`src/telemetry_readback_regs.vh`:
```
// Purpose: Constants for the telemetry read-back register bank
// Assumes: Word-wide telemetry selected by an 8-bit sub-address
// Notes: Positions are bit indices inside the 16-bit word
`ifndef TELEMETRY_READBACK_REGS_VH
`define TELEMETRY_READBACK_REGS_VH

// Command location that takes the sub-address and returns the word
`define CMD_LOC 8'h80

// Sub-addresses of the read-back words
`define SUB_VOLTAGE_SETPOINT 8'h02
`define SUB_CURRENT_SETPOINT 8'h04
`define SUB_OVERVOLTAGE_THR 8'h06
`define SUB_UNDERVOLTAGE_THR 8'h08
`define SUB_CURRENT_POWER 8'h0A
`define SUB_FAULT_RESPONSE 8'h0C
`define SUB_MISC_CONFIG 8'h0E
`define SUB_MEASURED_CURRENT 8'h10
`define SUB_MEASURED_VOLTAGE 8'h12

// Parity bit positions
`define POS_HI_PARITY 15
`define POS_LO_PARITY 7

// Fault-response word field positions (low bit of each field)
`define POS_OV_REACTION 14
`define POS_UV_REACTION 12
`define POS_SHORT_REACTION 10
`define POS_SENSE_REACTION 8
`define POS_UV_TIMEOUT 6
`define POS_WD_TIMEOUT 4
`define POS_VO_REACTION 2
`define POS_VO_TIMER 0

// Configuration word bit positions
`define POS_BUS_SWITCH 14
`define POS_BLEEDER 13
`define POS_TURN_OFF 12
`define POS_FAST_CMDS 11
`define POS_VO_MODE 10
`define POS_OT_HYS 9
`define POS_CABLE_COMP 0

// Reset values
`define RST_SUB_ADDR 8'h00
`define RST_CMD 8'h00

// Bits per serial byte
`define BITS_PER_BYTE 4'h8

`endif

```
`src/telemetry_readback_registers.v`:
```
// Purpose: Read-only telemetry bank behind a serial two-wire target port
// Assumes: Field inputs come from logic on mclk; scl and sda come from pins
// Notes: Bus clock must be well below mclk/8 for the three-stage pin sampling
//
// Overview of operation
// Word 0x02 returns voltage set-point at 12:8, 6:0 with parity at 15, 7.
// Word 0x04 returns current set-point at 8, 6:0 with parity at 15, 7.
// Word 0x06 returns overvoltage threshold at 12:8, 6:0 with parity bits.
// Word 0x08 returns undervoltage threshold at 12:8, 6:0 with parity bits.
// Word 0x0A holds current set-point high byte, power limit low byte, no parity.
// Word 0x0C upper byte holds overvoltage, undervoltage, short and sense reactions.
// Word 0x0C lower byte holds timeouts, voltage-only reaction and timer.
// Word 0x0E reports configuration flags at 14:9 and cable compensation at 3:0.
// Word 0x10 returns measured current at 8, 6:0 with parity at 15, 7.
// Word 0x12 returns 12-bit measured voltage; bits 15:12 read zero.
// Measured voltage step is 20, 50 or 100 mV by output range.
// Every parity bit makes its byte carry odd parity.
// Host writes sub-address to location 0x80, then reads word from 0x80.
// Unassigned bits read zero; writes never change read-only words.
`timescale 1ns/10ps
`include "telemetry_readback_regs.vh"

module telemetry_readback_registers #(
  parameter [6:0] TARGET_ADDR = 7'h18
) (
  // Clock and reset
  input wire mclk,
  input wire rst,
  // Two-wire target pins
  input wire scl_in,
  input wire sda_in,
  output wire sda_out,
  output wire sda_oe,
  // Programmed set-points and thresholds
  input wire [11:0] voltage_setpoint_field,
  input wire [7:0] current_setpoint_field,
  input wire [11:0] overvoltage_threshold_field,
  input wire [11:0] undervoltage_threshold_field,
  input wire [7:0] power_limit_field,
  // Fault-response and timer selections
  input wire [1:0] overvoltage_reaction,
  input wire [1:0] undervoltage_reaction,
  input wire [1:0] output_short_reaction,
  input wire [1:0] sense_pin_short_reaction,
  input wire [1:0] undervoltage_timeout_sel,
  input wire [1:0] watchdog_timeout_sel,
  input wire [1:0] voltage_only_reaction,
  input wire [1:0] voltage_only_timer,
  // Configuration flags
  input wire bus_switch_enable,
  input wire bleeder_enable,
  input wire supply_turn_off,
  input wire fast_setpoint_commands,
  input wire voltage_only_mode,
  input wire overtemp_hysteresis_sel,
  input wire [3:0] cable_drop_comp,
  // Measurements
  input wire [7:0] measured_current,
  input wire [11:0] measured_voltage
);

  localparam [6:0] S_IDLE = 7'h01;
  localparam [6:0] S_ADDR = 7'h02;
  localparam [6:0] S_ADDR_ACK = 7'h04;
  localparam [6:0] S_WR_BYTE = 7'h08;
  localparam [6:0] S_WR_ACK = 7'h10;
  localparam [6:0] S_RD_BYTE = 7'h20;
  localparam [6:0] S_RD_ACK = 7'h40;

  // Odd parity: bit is set when the seven data bits hold an even count of ones
  function [7:0] odd_byte;
    input [6:0] data;
    begin
      odd_byte = {~^data, data};
    end
  endfunction

  // Parity-protected word from a high-byte and a low-byte value
  function [15:0] parity_word;
    input [6:0] hi;
    input [6:0] lo;
    begin
      parity_word = {odd_byte(hi), odd_byte(lo)};
    end
  endfunction

  reg scl_m_r, scl_s_r, scl_d_r;
  reg sda_m_r, sda_s_r, sda_d_r;
  reg [6:0] state_r;
  reg [3:0] bit_cnt_r;
  reg [7:0] shift_r;
  reg rw_r, nack_r, hi_next_r;
  reg [1:0] wr_idx_r;
  reg [7:0] cmd_r;
  reg [7:0] sub_addr_r;
  reg [15:0] tx_word_r;
  reg sda_oe_r, sda_out_r;
  reg [15:0] sel_word;

  wire scl_rise = scl_s_r & ~scl_d_r;
  wire scl_fall = ~scl_s_r & scl_d_r;
  wire bus_start = scl_s_r & scl_d_r & sda_d_r & ~sda_s_r;
  wire bus_stop = scl_s_r & scl_d_r & ~sda_d_r & sda_s_r;

  assign sda_out = sda_out_r;
  assign sda_oe = sda_oe_r;

  // Word selected by the stored sub-address; unmapped addresses read zero
  always @* begin
    sel_word = 16'h0000;
    case (sub_addr_r)
      `SUB_VOLTAGE_SETPOINT:
        sel_word = parity_word({2'b00, voltage_setpoint_field[11:7]},
                               voltage_setpoint_field[6:0]);
      `SUB_CURRENT_SETPOINT:
        sel_word = parity_word({6'h00, current_setpoint_field[7]},
                               current_setpoint_field[6:0]);
      `SUB_OVERVOLTAGE_THR:
        sel_word = parity_word({2'b00, overvoltage_threshold_field[11:7]},
                               overvoltage_threshold_field[6:0]);
      `SUB_UNDERVOLTAGE_THR:
        sel_word = parity_word({2'b00, undervoltage_threshold_field[11:7]},
                               undervoltage_threshold_field[6:0]);
      `SUB_CURRENT_POWER:
        sel_word = {current_setpoint_field, power_limit_field};
      `SUB_FAULT_RESPONSE: begin
        sel_word[`POS_OV_REACTION+1:`POS_OV_REACTION] = overvoltage_reaction;
        sel_word[`POS_UV_REACTION+1:`POS_UV_REACTION] = undervoltage_reaction;
        sel_word[`POS_SHORT_REACTION+1:`POS_SHORT_REACTION] = output_short_reaction;
        sel_word[`POS_SENSE_REACTION+1:`POS_SENSE_REACTION] = sense_pin_short_reaction;
        sel_word[`POS_UV_TIMEOUT+1:`POS_UV_TIMEOUT] = undervoltage_timeout_sel;
        sel_word[`POS_WD_TIMEOUT+1:`POS_WD_TIMEOUT] = watchdog_timeout_sel;
        sel_word[`POS_VO_REACTION+1:`POS_VO_REACTION] = voltage_only_reaction;
        sel_word[`POS_VO_TIMER+1:`POS_VO_TIMER] = voltage_only_timer;
      end
      `SUB_MISC_CONFIG: begin
        sel_word[`POS_BUS_SWITCH] = bus_switch_enable;
        sel_word[`POS_BLEEDER] = bleeder_enable;
        sel_word[`POS_TURN_OFF] = supply_turn_off;
        sel_word[`POS_FAST_CMDS] = fast_setpoint_commands;
        sel_word[`POS_VO_MODE] = voltage_only_mode;
        sel_word[`POS_OT_HYS] = overtemp_hysteresis_sel;
        sel_word[`POS_CABLE_COMP+3:`POS_CABLE_COMP] = cable_drop_comp;
      end
      `SUB_MEASURED_CURRENT:
        sel_word = parity_word({6'h00, measured_current[7]},
                               measured_current[6:0]);
      `SUB_MEASURED_VOLTAGE:
        // Code is passed as measured; step size per range is set upstream, see
        sel_word = {4'h0, measured_voltage};
      default:
        sel_word = 16'h0000;
    endcase
  end

  // Pin sampling; only the second and third stages feed edge detection
  always @(posedge mclk) begin
    if (rst) begin
      {scl_m_r, scl_s_r, scl_d_r} <= 3'b111;
      {sda_m_r, sda_s_r, sda_d_r} <= 3'b111;
    end else begin
      scl_m_r <= scl_in;
      scl_s_r <= scl_m_r;
      scl_d_r <= scl_s_r;
      sda_m_r <= sda_in;
      sda_s_r <= sda_m_r;
      sda_d_r <= sda_s_r;
    end
  end

  // Target protocol engine
  always @(posedge mclk) begin
    if (rst) begin
      state_r <= S_IDLE;
      bit_cnt_r <= 4'h0;
      shift_r <= 8'h00;
      rw_r <= 1'b0;
      nack_r <= 1'b0;
      hi_next_r <= 1'b0;
      wr_idx_r <= 2'b00;
      cmd_r <= `RST_CMD;
      sub_addr_r <= `RST_SUB_ADDR;
      tx_word_r <= 16'h0000;
      sda_oe_r <= 1'b0;
      sda_out_r <= 1'b0;
    end else if (bus_start) begin
      state_r <= S_ADDR;
      bit_cnt_r <= 4'h0;
      sda_oe_r <= 1'b0;
    end else if (bus_stop) begin
      state_r <= S_IDLE;
      sda_oe_r <= 1'b0;
    end else begin
      case (state_r)
        S_IDLE:
          sda_oe_r <= 1'b0;
        S_ADDR: begin
          if (scl_rise) begin
            shift_r <= {shift_r[6:0], sda_s_r};
            bit_cnt_r <= bit_cnt_r + 4'h1;
          end else if (scl_fall && bit_cnt_r == `BITS_PER_BYTE) begin
            if (shift_r[7:1] == TARGET_ADDR) begin
              rw_r <= shift_r[0];
              sda_oe_r <= 1'b1;
              state_r <= S_ADDR_ACK;
            end else begin
              state_r <= S_IDLE;
            end
          end
        end
        S_ADDR_ACK: begin
          if (scl_fall) begin
            bit_cnt_r <= 4'h0;
            if (rw_r) begin
              // Snapshot keeps both bytes of one word coherent
              tx_word_r <= sel_word;
              shift_r <= sel_word[7:0];
              sda_oe_r <= ~sel_word[7];
              hi_next_r <= 1'b1;
              state_r <= S_RD_BYTE;
            end else begin
              sda_oe_r <= 1'b0;
              wr_idx_r <= 2'b00;
              state_r <= S_WR_BYTE;
            end
          end
        end
        S_WR_BYTE: begin
          if (scl_rise) begin
            shift_r <= {shift_r[6:0], sda_s_r};
            bit_cnt_r <= bit_cnt_r + 4'h1;
          end else if (scl_fall && bit_cnt_r == `BITS_PER_BYTE) begin
            sda_oe_r <= 1'b1;
            state_r <= S_WR_ACK;
            if (wr_idx_r == 2'b00) begin
              cmd_r <= shift_r;
            end else if (wr_idx_r == 2'b01 && cmd_r == `CMD_LOC) begin
              sub_addr_r <= shift_r;
            end
            // Other data bytes are acknowledged and dropped, see
            if (wr_idx_r != 2'b11) begin
              wr_idx_r <= wr_idx_r + 2'b01;
            end
          end
        end
        S_WR_ACK: begin
          if (scl_fall) begin
            sda_oe_r <= 1'b0;
            bit_cnt_r <= 4'h0;
            state_r <= S_WR_BYTE;
          end
        end
        S_RD_BYTE: begin
          if (scl_fall) begin
            if (bit_cnt_r < 4'h7) begin
              shift_r <= {shift_r[6:0], 1'b0};
              sda_oe_r <= ~shift_r[6];
              bit_cnt_r <= bit_cnt_r + 4'h1;
            end else begin
              sda_oe_r <= 1'b0;
              state_r <= S_RD_ACK;
            end
          end
        end
        S_RD_ACK: begin
          if (scl_rise) begin
            nack_r <= sda_s_r;
          end else if (scl_fall) begin
            bit_cnt_r <= 4'h0;
            if (nack_r) begin
              sda_oe_r <= 1'b0;
              state_r <= S_IDLE;
            end else if (hi_next_r) begin
              shift_r <= tx_word_r[15:8];
              sda_oe_r <= ~tx_word_r[15];
              hi_next_r <= 1'b0;
              state_r <= S_RD_BYTE;
            end else begin
              // A longer read restarts with a fresh snapshot, low byte first
              tx_word_r <= sel_word;
              shift_r <= sel_word[7:0];
              sda_oe_r <= ~sel_word[7];
              hi_next_r <= 1'b1;
              state_r <= S_RD_BYTE;
            end
          end
        end
        default: begin
          state_r <= S_IDLE;
          sda_oe_r <= 1'b0;
        end
      endcase
    end
  end

endmodule

```
`config.mk`:
```
export PLATFORM = sky130hd
export DESIGN_NAME = telemetry_readback_registers
export DESIGN_NICKNAME = d
export VERILOG_FILES = /design/src/telemetry_readback_registers.v
export VERILOG_INCLUDE_DIRS = /design/src /design/src/src
export SDC_FILE = /design/constraint.sdc
export NUM_CORES = 1
export LEC_CHECK = 0
export BUFFER_PORTS_ARGS = -buffer_cell sky130_fd_sc_hd__buf_2
export CORE_AREA = 3 3 92 94
export DETAILED_ROUTE_END_ITERATION = 12
export DIE_AREA = 0 0 95 97
export GPL_TIMING_DRIVEN = 0
export PLACE_DENSITY_LB_ADDON = 0.1
export REMOVE_ABC_BUFFERS = 1
export SYNTH_ARGS = -nofsm -noshare
export SYNTH_HDL_FRONTEND = slang
export SYNTH_SLANG_ARGS = --single-unit
```
`constraint.sdc`:
```
create_clock -name mclk -period 3.2 [get_ports mclk]
set_input_delay 0.48 -clock mclk [delete_from_list [all_inputs] [get_ports mclk]]
set_output_delay 0.48 -clock mclk [all_outputs]
set_load 0.02 [all_outputs]
```
* After elaboration in Yosys (flattened, before gate mapping) *
Cells that the tools add are included.

storage, ports and cells
  memory bits (read-only) = 0
  RAM bits = 0
  bits in latches = 0
  memories = 0
  register bits = 63

operators by class
  order comparisons = 1
  multiply operators = 0
  bitwise logic cells = 19
  eq/ne operators = 50
  shift-type cells = 0
  add/sub/neg operators = 2
  divide/modulo/power cells = 0
  mux-type cells = 71
  reductions and logical operators = 33

operator list
  kind                                            number
  two-way mux 16 bit                              6
  two-way mux 8 bit                               9
  two-way mux 7 bit                               10
  XNOR reduction 7 bit                            10
  one-hot mux 7 bit (7 select lines)              1
  one-hot mux 6 bit (7 select lines)              1
  inequality test 4 bit (second input constant)   10
  one-hot mux 5 bit (8 select lines)              1
  inequality test 2 bit (second input constant)   18
  one-hot mux 4 bit (9 select lines)              1
  AND reduction 11 bit                            3
  == test 8 x 4 -> 1 bit (second input constant)  4
  one-hot mux 16 bit (2 select lines)             1
  one-hot mux 8 bit (4 select lines)              1
  two-way mux 1 bit                               20
  two-way mux 4 bit                               5
  AND reduction 6 bit                             3
  == test 8 x 3 -> 1 bit (second input constant)  2
  == test 8 x 5 -> 1 bit (second input constant)  2
  one-hot mux 4 bit (4 select lines)              1
  AND reduction 8 bit                             2
  == test 7 x 5 -> 1 bit (second input constant)  2
  two-way mux 2 bit                               7
  two-way mux 6 bit                               2
  other kinds (32)                                54

* Longest topological paths before layout *
Gate-level depths: netlist of run 1.

  depth in word-level cells = 8
  mapped depth = 9

* Worst setup path before layout of run 1 *
No wires, ideal clock.

  path kind = register to register
  start point = register state_r[3]
  end point = register wr_idx_r[0]
  clock period less this slack = 2346 ps
  data arrival time = 2224 ps
  stages on the path, launching flop included = 10
  required time = 3079 ps
  path slack = 854 ps
  path buffers = 3
  path through = dfxtp_1 -> buf_6 -> xor2_1 -> and3_1 -> buf_6 -> o2bb2ai_2 -> or3_4 -> buf_6 -> a2111oi_4 -> mux2_4

between the ends
  cells in the longest elaborated chain, start to end = 3
  elaborated cells on any way between the ends = 10

ends and longest elaborated chain
  what                                                                   RTL line                            RTL
  from (decl)                                                            telemetry_readback_registers.v:89   reg [6:0] state_r;
  from (signal assigned)                                                 telemetry_readback_registers.v:174  state_r <= S_IDLE;
  from (signal assigned)                                                 telemetry_readback_registers.v:187  state_r <= S_ADDR;
  from (signal assigned)                                                 telemetry_readback_registers.v:191  state_r <= S_IDLE;
  == test 7 x 4 -> 1 bit or == test 7 x 3 -> 1 bit (tied branches)       telemetry_readback_registers.v:194  case (state_r)
  inequality test 2 bit (no line) or nonzero test 2 bit (tied branches)  n/a
  AND reduction 8 bit (no line)                                          n/a
  to (signal assigned)                                                   telemetry_readback_registers.v:242  wr_idx_r <= wr_idx_r + 2'b01;
  to (decl)                                                              telemetry_readback_registers.v:93   reg [1:0] wr_idx_r;

Parallel ways exist; a longest one is shown, timed or not.
A chain may end at the register's enable or synchronous reset.

* Worst setup path after layout of run 1 *
  start point = register sub_addr_r[0]
  end point = register shift_r[7]

between the ends
  cells in the longest elaborated chain, start to end = 7
  elaborated cells on any way between the ends = 16

ends and longest elaborated chain
  what                                                  RTL line                            RTL
  from (decl)                                           telemetry_readback_registers.v:95   reg [7:0] sub_addr_r;
  from (signal assigned)                                telemetry_readback_registers.v:182  sub_addr_r <= `RST_SUB_ADDR;
  from (signal assigned)                                telemetry_readback_registers.v:238  sub_addr_r <= shift_r;
  == test 8 x 5 -> 1 bit, or another cell as far along  telemetry_readback_registers.v:111  case (sub_addr_r)
  one-hot mux 5 bit (8 select lines) (*)                telemetry_readback_registers.v:111
  two-way mux 8 bit                                     telemetry_readback_registers.v:273  end else if (hi_next_r) begin
  two-way mux 8 bit                                     telemetry_readback_registers.v:270  if (nack_r) begin
  two-way mux 8 bit                                     telemetry_readback_registers.v:268  end else if (scl_fall) begin
  two-way mux 8 bit                                     telemetry_readback_registers.v:266  if (scl_rise) begin
  one-hot mux 8 bit (4 select lines) (*)                telemetry_readback_registers.v:194
  to (signal assigned)                                  telemetry_readback_registers.v:199  shift_r <= {shift_r[6:0], sda_s_r};
  to (signal assigned)                                  telemetry_readback_registers.v:274  shift_r <= tx_word_r[15:8];
  to (signal assigned)                                  telemetry_readback_registers.v:281  shift_r <= sel_word[7:0];
  to (decl)                                             telemetry_readback_registers.v:91   reg [7:0] shift_r;

Every way passes the cells marked *; elsewhere a longest branch is shown, timed or not. The select of a mux whose other input is x is not followed.

==> impl_metrics.json, run 1 <==
{
  "status": "finished clean",
  "hold_violations": 0,
  "period_share_pct": 91.0,
  "dp_hpwl_mm": 9.67,
  "cp-start-kind": "flip-flop",
  "htreeDepth": 2,
  "path_buf_inv": 0,
  "reg2reg_from": "sub_addr_r[0]",
  "timing.hold.worst.class": "input pin to flip-flop",
  "final_max_slew_viol_count": 0,
  "drive_gt1_share_pct": 24.8,
  "peakVddDrop_uv": 238,
  "vias": 4198,
  "tightest_slew_ps": 1030,
  "cp_top_family": "simple AND/OR/NAND/NOR gates",
  "crit_fanout": 11,
  "grt_pass1_wl_mm": 20.1,
  "slowest_stage": "nor4_2",
  "synth.cell_area_um2": 4260,
  "port_buffers": 102,
  "antenna_found_initial": 0,
  "final_cells": 674,
  "first_global_vias": 4074,
  "setup_violations": 0,
  "diodes": 0,
  "synth_edf_count": 0,
  "power_density_nw_per_um2": 287,
  "crit_top_cell": "a211oi_1",
  "post-cts-setup-buffers": 0,
  "yosys_warnings": 0,
  "grt_overflow": 0,
  "yosysTopAreaCellShare_pct": 25.9,
  "drt-initial-drc-count": 295,
  "syn_area_per_cell_um2": 8.60,
  "seq_area_frac_synth_pct": 25.9,
  "critPathArrivalTime_ps": 3160,
  "die-width_um": 95,
  "io_pins": 104,
  "path_cells": "or4_1 -> nor4_2 -> a32o_1 -> a211oi_1 -> a211oi_1 -> o221a_1",
  "ys.flop_type": "dfxtp_1",
  "netlist-cell-type-count": 75,
  "placedCellCount": 666,
  "fp-row-count": 32,
  "grt_max_degree": 47,
  "first_pass_iters": 6,
  "skew_ps": 4.43,
  "wl_per_cell_um": 18.7,
  "worstRegToRegCells": 6,
  "r2r_end": "shift_r[7]",
  "total_power_mw": 1.40,
  "synthTopCellsByArea": "dfxtp_1 (26%), mux2i_1 (8.5%), xnor2_1 (4.7%)",
  "dieHeight_um": 97,
  "fmaxAchievable_mhz": 343,
  "rrSetupSlack_ps": 290,
  "area_growth_pct": 14.1,
  "finalNetCount": 678,
  "numClockSinks": 55,
  "cts-buffers-inserted": 5,
  "clockBufferDepth": 2,
  "maxCapViolCount": 0,
  "ant_nets": 0,
  "async_flop_share_pct": 0,
  "synth_seq_cells": 55,
  "insertion_delay_ps": 300,
  "routed_via_density": 6.23,
  "hold_start": "sda_in",
  "core_area_um2": 7730,
  "crit_type": "flip-flop to flip-flop",
  "period_needed_ps": 2910,
  "whs_ps": 358,
  "grt_usage_pct": 27.1,
  "rsz0062_at_grt": "false",
  "clockRootBuffer": "clkbuf_8",
  "totalWireLength_mm": 12.6,
  "min_path_cells": 2,
  "slew_headroom_pct": 31.5,
  "cp.required_ps": 3450,
  "yosysTopAreaCell": "dfxtp_1",
  "die_area_um2": 9220,
  "drc_errors": 0,
  "cp_slowest_stage_delay_ps": 890,
  "setup_tns_ps": 0,
  "clk_pin_slew_ps": 100,
  "place_congestion": 0.914,
  "worst_hold_path.endpoint": "sda_m_r",
  "start_util_pct": 55.1,
  "cts_tree": "yes",
  "netlist_instances": 495,
  "endpoint_kind": "flip-flop",
  "leakage_nw": 1.88
}
how the worst max path moves through the flow:
| stage | startpoint | to | slack, ps | cells past startpoint |
|---|---|---|---|---|
| finish | sub_addr_r[0] | shift_r[7] | 290 | 6 |
| global route | sub_addr_r[0] | shift_r[6] | 120 | 6 |
| CTS | sub_addr_r[0] | tx_word_r[10] | 80 | 6 |
| detailed placement | sub_addr_r[0] | tx_word_r[10] | 120 | 6 |
| global placement | sub_addr_r[0] | shift_r[4] | 130 | 6 |
| floorplan | sub_addr_r[0] | tx_word_r[10] | 790 | 6 |
flip-flops by register name, indices dropped and copies added (netlist names), 2 cells and up:
register	flops
state_r	7
wr_idx_r	2
shift_r	8
bit_cnt_r	4
sub_addr_r	8
tx_word_r	8
cmd_r	8
metrics by stage:
step                      setup WS [ps]  utilization, %  instance area [um2]
after global routing                116            62.8                 4850
after global placement              130            61.3                 4730
final                               288            62.8                 4850
after floorplan                     793               -                 4100
after CTS                          80.9            62.7                 4850
after detailed placement            122            61.3                 4730
worst reg2reg max path: stages, from the launching register on:
cell      delay (ps)
dfxtp_1          340
or4_1            840
nor4_2           890
a32o_1           250
a211oi_1          90
a211oi_1         250
o221a_1          200
power breakdown:
part           internal, mW  switching [mW]  leakage, nW
sequential            0.688         0.00630        0.445
clock                 0.233           0.225       0.0581
combinational         0.134           0.110         1.37
total                  1.06           0.340         1.88
cells by family (layout without fill, tap and decap cells):
kind of cell	Yosys count	after routing	synth area share [%]
AOI/OAI and AO/OA	136	136	24.2
xor gates and xnor gates	38	38	10.4
adders and majority gates	5	5	1.47
buffers and inverters	41	118	4.44
DFF	55	55	25.9
muxes	46	46	11.5
other	1	1	0.0881
and+or+nand+nor	173	173	22.1
synth_stat cells, drive strengths merged, types with 3 or more instances:
cell,number
nand3b,4
nand2,31
mux2i,36
nor3,13
a221oi,4
o211ai,6
a21boi,3
a211oi,15
dfxtp,55
mux2,9
buf,14
a222oi,5
or2,8
xor2,7
a22o,9
o2bb2ai,7
nand2b,8
clkbuf,19
a22oi,23
o21ai,17
nor2b,6
and2,4
a32oi,4
ha,5
xnor3,8
nor4,9
nand3,12
a21oi,18
and3,4
o21a,3
inv,8
nor2,53
or4,4
xnor2,23
or3,3
layout by cell type, fill, tap and decap left out, drive strengths merged, types with 5 or more instances in the layout:
cell type and n:
a211oi 15, a21oi 18, a222oi 5, a22o 9, a22oi 23, buf 102
clkbuf 5, dfxtp 55, ha 5, inv 8, mux2 9, mux2i 36
nand2 31, nand2b 8, nand3 12, nor2 53, nor2b 6, nor3 13
nor4 9, o211ai 6, o21ai 17, o2bb2ai 7, or2 8, xnor2 23
xnor3 8, xor2 7
final cells by class:
class	count	area [um2]
multi-input cells	399	2970
fillers	695	2870
flip-flops and latches	55	1100
repair buffers	102	510
well taps	102	128
clock buffers	5	68.8
clock inverters	3	43.8
inverters	8	30.0
repair_timing:
| action | 4_1_cts | 5_1_grt |
|---|---|---|
| hold buffers | 0 | 0 |
| resized for setup | 0 | 3 |
| endpoints found under the setup margin | 0 | 12 |
routing by layer:
metal | wire length (um) | track usage (%) | vias up
met5 | 0 | 0 | -
met4 | 85 | 5.33 | 0
met3 | 986 | 5.29 | 12
met2 | 6080 | 43.0 | 169
met1 | 5460 | 38.1 | 2001
li1 | - | - | 2016
No activity file was read; power rests on OpenSTA's default activity.
==> run 2: changes to the inputs <==
--- a/config.mk
+++ b/config.mk
@@ -12,6 +12,7 @@
 export DIE_AREA = 0 0 95 97
 export GPL_TIMING_DRIVEN = 0
 export PLACE_DENSITY_LB_ADDON = 0.1
+export RECOVER_POWER = 25
 export REMOVE_ABC_BUFFERS = 1
 export SYNTH_ARGS = -nofsm -noshare
 export SYNTH_HDL_FRONTEND = slang
==> constraint.sdc (replaced) <==
create_clock -name mclk -period 3.2 [get_ports mclk]
set_input_delay 0.64 -clock mclk [delete_from_list [all_inputs] [get_ports mclk]]
set_output_delay 0.64 -clock mclk [all_outputs]
set_load 0.02 [all_outputs]
==> impl_metrics.json, run 2 (synthesis results as in run 1) <==
{
  "status": "complete, but fails checks",
  "violations": "max-capacitance violations, max-slew violations",
  "final_common_cell": "buf_2",
  "drc_errors": 0,
  "clk_pin_slew_ps": 100,
  "diodes": 0,
  "crit_fanout": 11,
  "start_util_pct": 55.1,
  "finalWorstSetupSlack_ps": 320,
  "port_buffers": 102,
  "design_area_um2": 4850,
  "slew_headroom_pct": -33.7,
  "setup_violations": 0,
  "dieHeight_um": 97,
  "numClockSinks": 55,
  "area_growth_pct": 13.9,
  "finalNetCount": 678,
  "power_density_nw_per_um2": 288,
  "rrSetupSlack_ps": 320,
  "cp-start-kind": "flip-flop",
  "htreeDepth": 2,
  "grt_usage_pct": 27.1,
  "place_area_um2": 4730,
  "cp.required_ps": 3450,
  "ant_nets": 0,
  "clockRootBuffer": "clkbuf_8",
  "first_pass_iters": 6,
  "leakage_nw": 1.87,
  "fmaxAchievable_mhz": 347,
  "die_area_um2": 9220,
  "die-width_um": 95,
  "totalWireLength_mm": 12.6,
  "total_power_mw": 1.39,
  "antenna_found_initial": 0,
  "insertion_delay_ps": 300,
  "timing.hold.worst.class": "flip-flop to flip-flop",
  "dp_slack_ps": 122,
  "final_max_slew_viol_count": 47,
  "skew_ps": 6.63,
  "cts_tree": "yes",
  "clockBufferDepth": 2,
  "maxCapViolCount": 1,
  "placedCellCount": 666,
  "rsz0062_at_grt": "false",
  "drive_gt1_share_pct": 24.3,
  "post-cts-setup-buffers": 0,
  "drt-initial-drc-count": 281,
  "final_cells": 674,
  "routed_via_density": 6.24,
  "io_pins": 104,
  "grt_pass1_wl_mm": 20.1,
  "cts-buffers-inserted": 5,
  "period_needed_ps": 2880,
  "dp_hpwl_mm": 9.67,
  "hold_violations": 0,
  "period_share_pct": 90.0,
  "setup_tns_ps": 0,
  "crit_type": "flip-flop to flip-flop",
  "fp-row-count": 32,
  "grt_overflow": 0,
  "grt_max_degree": 47,
  "first_global_vias": 4074,
  "layout_common_cells": "buf_2 (100), nor2_1 (53), dfxtp_1 (53)",
  "tightest_slew_ps": 2000,
  "fill_cells": 698,
  "place_congestion": 0.914,
  "endpoint_kind": "flip-flop",
  "whs_ps": 416,
  "peakVddDrop_uv": 237,
  "core_area_um2": 7730,
  "finish.utilization_pct": 62.7,
  "vias": 4203,
  "critPathArrivalTime_ps": 3130,
  "wl_per_cell_um": 18.6
}
[run 2: what timing repair did]
item	CTS	global route
gates resized for setup	0	3
hold buffers	0	0
setup endpoints to repair	0	12
endpoints found under the hold margin	0	0
[run 2: worst max-delay path: stages (launching register included)]
cell	delay, ps
dfxtp_1	340
or4_1	840
nor4_2	860
a32o_1	250
a211oi_1	90
a211oi_1	250
o221a_1	200
[run 2: path summary, 6_finish.rpt]
| kind | from | to | depth (start not counted) |
|---|---|---|---|
| max reg2reg | sub_addr_r[0] | shift_r[7] | 6 |
| min reg2reg | sda_m_r | sda_s_r | 1 |
| max | sub_addr_r[0] | shift_r[7] | 6 |
| min | sda_m_r | sda_s_r | 1 |
[run 2: cell type report]
cell class                      instances  area, um2  area share (%)
Inverter                                8       30.0           0.620
Clock buffer                            5       68.8            1.42
Sequential cell                        55       1100            22.8
Timing Repair Buffer                  102        508            10.5
Clock inverter                          3       43.8           0.903
Multi-Input combinational cell        399       2970            61.2
Tap cell                              102        128            2.63
[run 2: power by group]
group          switching, mW  leakage [nW]  total (mW)  internal [mW]
Combinational          0.109          1.36       0.243          0.134
Clock                  0.224        0.0581       0.457          0.233
Sequential           0.00629         0.445       0.694          0.688
Total                  0.339          1.87        1.39           1.05
[run 2: routing by layer]
layer / share of wire, % / GRT usage, % / vias to the layer above
met3: 7.5 / 5.29 / 12
met1: 44 / 38.1 / 1995
li1: - / - / 2019
met2: 48 / 43.0 / 177
met5: 0 / 0 / -
met4: 0.60 / 5.33 / 0
==> run 3: changes to the inputs <==
--- a/config.mk
+++ b/config.mk
@@ -7,9 +7,9 @@
 export NUM_CORES = 1
 export LEC_CHECK = 0
 export BUFFER_PORTS_ARGS = -buffer_cell sky130_fd_sc_hd__buf_2
-export CORE_AREA = 3 3 92 94
+export CORE_AREA = 3 3 118 75
 export DETAILED_ROUTE_END_ITERATION = 12
-export DIE_AREA = 0 0 95 97
+export DIE_AREA = 0 0 121 78
 export GPL_TIMING_DRIVEN = 0
 export PLACE_DENSITY_LB_ADDON = 0.1
 export RECOVER_POWER = 25
==> impl_metrics.json, run 3 (synthesis results as in run 1) <==
{
  "status": "finished clean",
  "cts_tree": "yes",
  "p_comb_share_pct": 16.8,
  "power_density_nw_per_um2": 307,
  "grt_usage_pct": 28.5,
  "cts_hold_buf": 0,
  "totalWireLength_mm": 13.4,
  "drive_gt1_share_pct": 24.5,
  "cp-start-kind": "flip-flop",
  "r2r_end": "shift_r[7]",
  "finalNetCount": 678,
  "p_switching_mw": 0.389,
  "endpoint_kind": "flip-flop",
  "port_buffers": 102,
  "peakVddDrop_uv": 350,
  "ant_nets": 0,
  "antenna_found_initial": 0,
  "numClockSinks": 55,
  "period_needed_ps": 2830,
  "grt_max_degree": 47,
  "start_util_pct": 54.6,
  "tightest_slew_ps": 942,
  "timing.hold.worst.class": "flip-flop to flip-flop",
  "place_congestion": 0.952,
  "whs_ps": 415,
  "setup_violations": 0,
  "die-width_um": 121,
  "drc_errors": 0,
  "post_cts_resized": 0,
  "worstRegToRegCells": 6,
  "fill_cells": 704,
  "wl_per_cell_um": 19.8,
  "die_area_um2": 9440,
  "skew_ps": 3.51,
  "area_growth_pct": 15.0,
  "clk_pin_slew_ps": 70,
  "dp_hpwl_mm": 10.5,
  "crit_type": "flip-flop to flip-flop",
  "p_int_mw": 1.12,
  "post-cts-setup-buffers": 0,
  "reg2reg_from": "sub_addr_r[0]",
  "leakage_nw": 1.88,
  "hold_violations": 0,
  "grt_overflow": 0,
  "seqPwrFrac_pct": 46.2,
  "worst_hold_path.endpoint": "sda_s_r",
  "grt_pass1_wl_mm": 21.5,
  "period_share_pct": 88.4,
  "htreeDepth": 2,
  "slew_headroom_pct": 37.1,
  "total_power_mw": 1.50,
  "layout_common_cells": "buf_2 (101), nor2_1 (53), dfxtp_1 (53)",
  "drt-initial-drc-count": 597,
  "setup_tns_ps": 0,
  "dp_slack_ps": 189,
  "fmaxAchievable_mhz": 354,
  "finalWorstSetupSlack_ps": 372,
  "crit_fanout": 11,
  "final_max_slew_viol_count": 0,
  "hold_start": "sda_m_r",
  "core_area_um2": 7790,
  "first_pass_iters": 5,
  "cts-buffers-inserted": 5,
  "clock_power_share_pct": 37.0,
  "vias": 4318,
  "first_global_vias": 4109,
  "maxCapViolCount": 0,
  "rsz0062_at_grt": "false",
  "rrSetupSlack_ps": 370,
  "clockBufferDepth": 2,
  "critPathArrivalTime_ps": 3070,
  "clockRootBuffer": "clkbuf_16",
  "dieHeight_um": 78,
  "final_common_cell": "buf_2",
  "min_path_cells": 1,
  "cp.required_ps": 3440,
  "diodes": 0,
  "routed_via_density": 6.35,
  "insertion_delay_ps": 290,
  "swShare_pct": 25.8,
  "fp-row-count": 25,
  "io_pins": 104
}
[run 3: cell type report]
cell class                      instances  area [um2]  area share (%)
Multi-Input combinational cell        399        2970            60.6
Sequential cell                        55        1100            22.6
Timing Repair Buffer                  102         509            10.4
Tap cell                              108         135            2.76
Clock buffer                            5         125            2.56
Inverter                                8        30.0           0.614
Clock inverter                          3        25.0           0.511
[run 3: power by group through the flow]
| stage | clock [mW] | sequential [mW] | combinational (mW) |
|---|---|---|---|
| floorplan | 0 | 0.708 | 0.130 |
| global placement | 0 | 0.710 | 0.242 |
| detailed placement | 0 | 0.710 | 0.247 |
| CTS | 0.566 | 0.694 | 0.249 |
| global route | 0.592 | 0.695 | 0.270 |
| finish | 0.557 | 0.694 | 0.253 |
[run 3: worst max path at each step]
stage             startpoint  slack (ps)  cells past startpoint       endpoint
2_1_floorplan  sub_addr_r[0]         790                      6  tx_word_r[10]
3_3_place_gp   sub_addr_r[0]         220                      6  tx_word_r[10]
3_5_place_dp   sub_addr_r[0]         190                      6  tx_word_r[10]
4_1_cts        sub_addr_r[0]         170                      6  tx_word_r[10]
5_1_grt        sub_addr_r[2]         240                      6     shift_r[7]
6_report       sub_addr_r[0]         370                      6     shift_r[7]
[run 3: critical path, cell delays in order, from the launching register on]
cell and delay, ps:
dfxtp_1 320, or4_1 810, nor4_2 850, a32o_1 220, a211oi_1 70, a211oi_1 270, o221a_1 220
[run 3: layer usage]
layer / vias to the layer above / part of all wire (%) / GRT usage (%)
li1: 2029 / - / -
met1: 2052 / 47 / 43.7
met3: 9 / 11 / 7.72
met2: 228 / 41 / 41.0
met5: - / 0 / 0
met4: 0 / 0.36 / 2.15
[run 3: through the flow]
| stage | instance area, um2 | instances | util (%) |
|---|---|---|---|
| after global placement | 4740 | 672 | 60.9 |
| after global routing | 4890 | 680 | 62.8 |
| after CTS | 4890 | 680 | 62.8 |
| after detailed placement | 4740 | 672 | 60.9 |
| final | 4890 | 680 | 62.8 |
| after floorplan | 4100 | 462 | - |
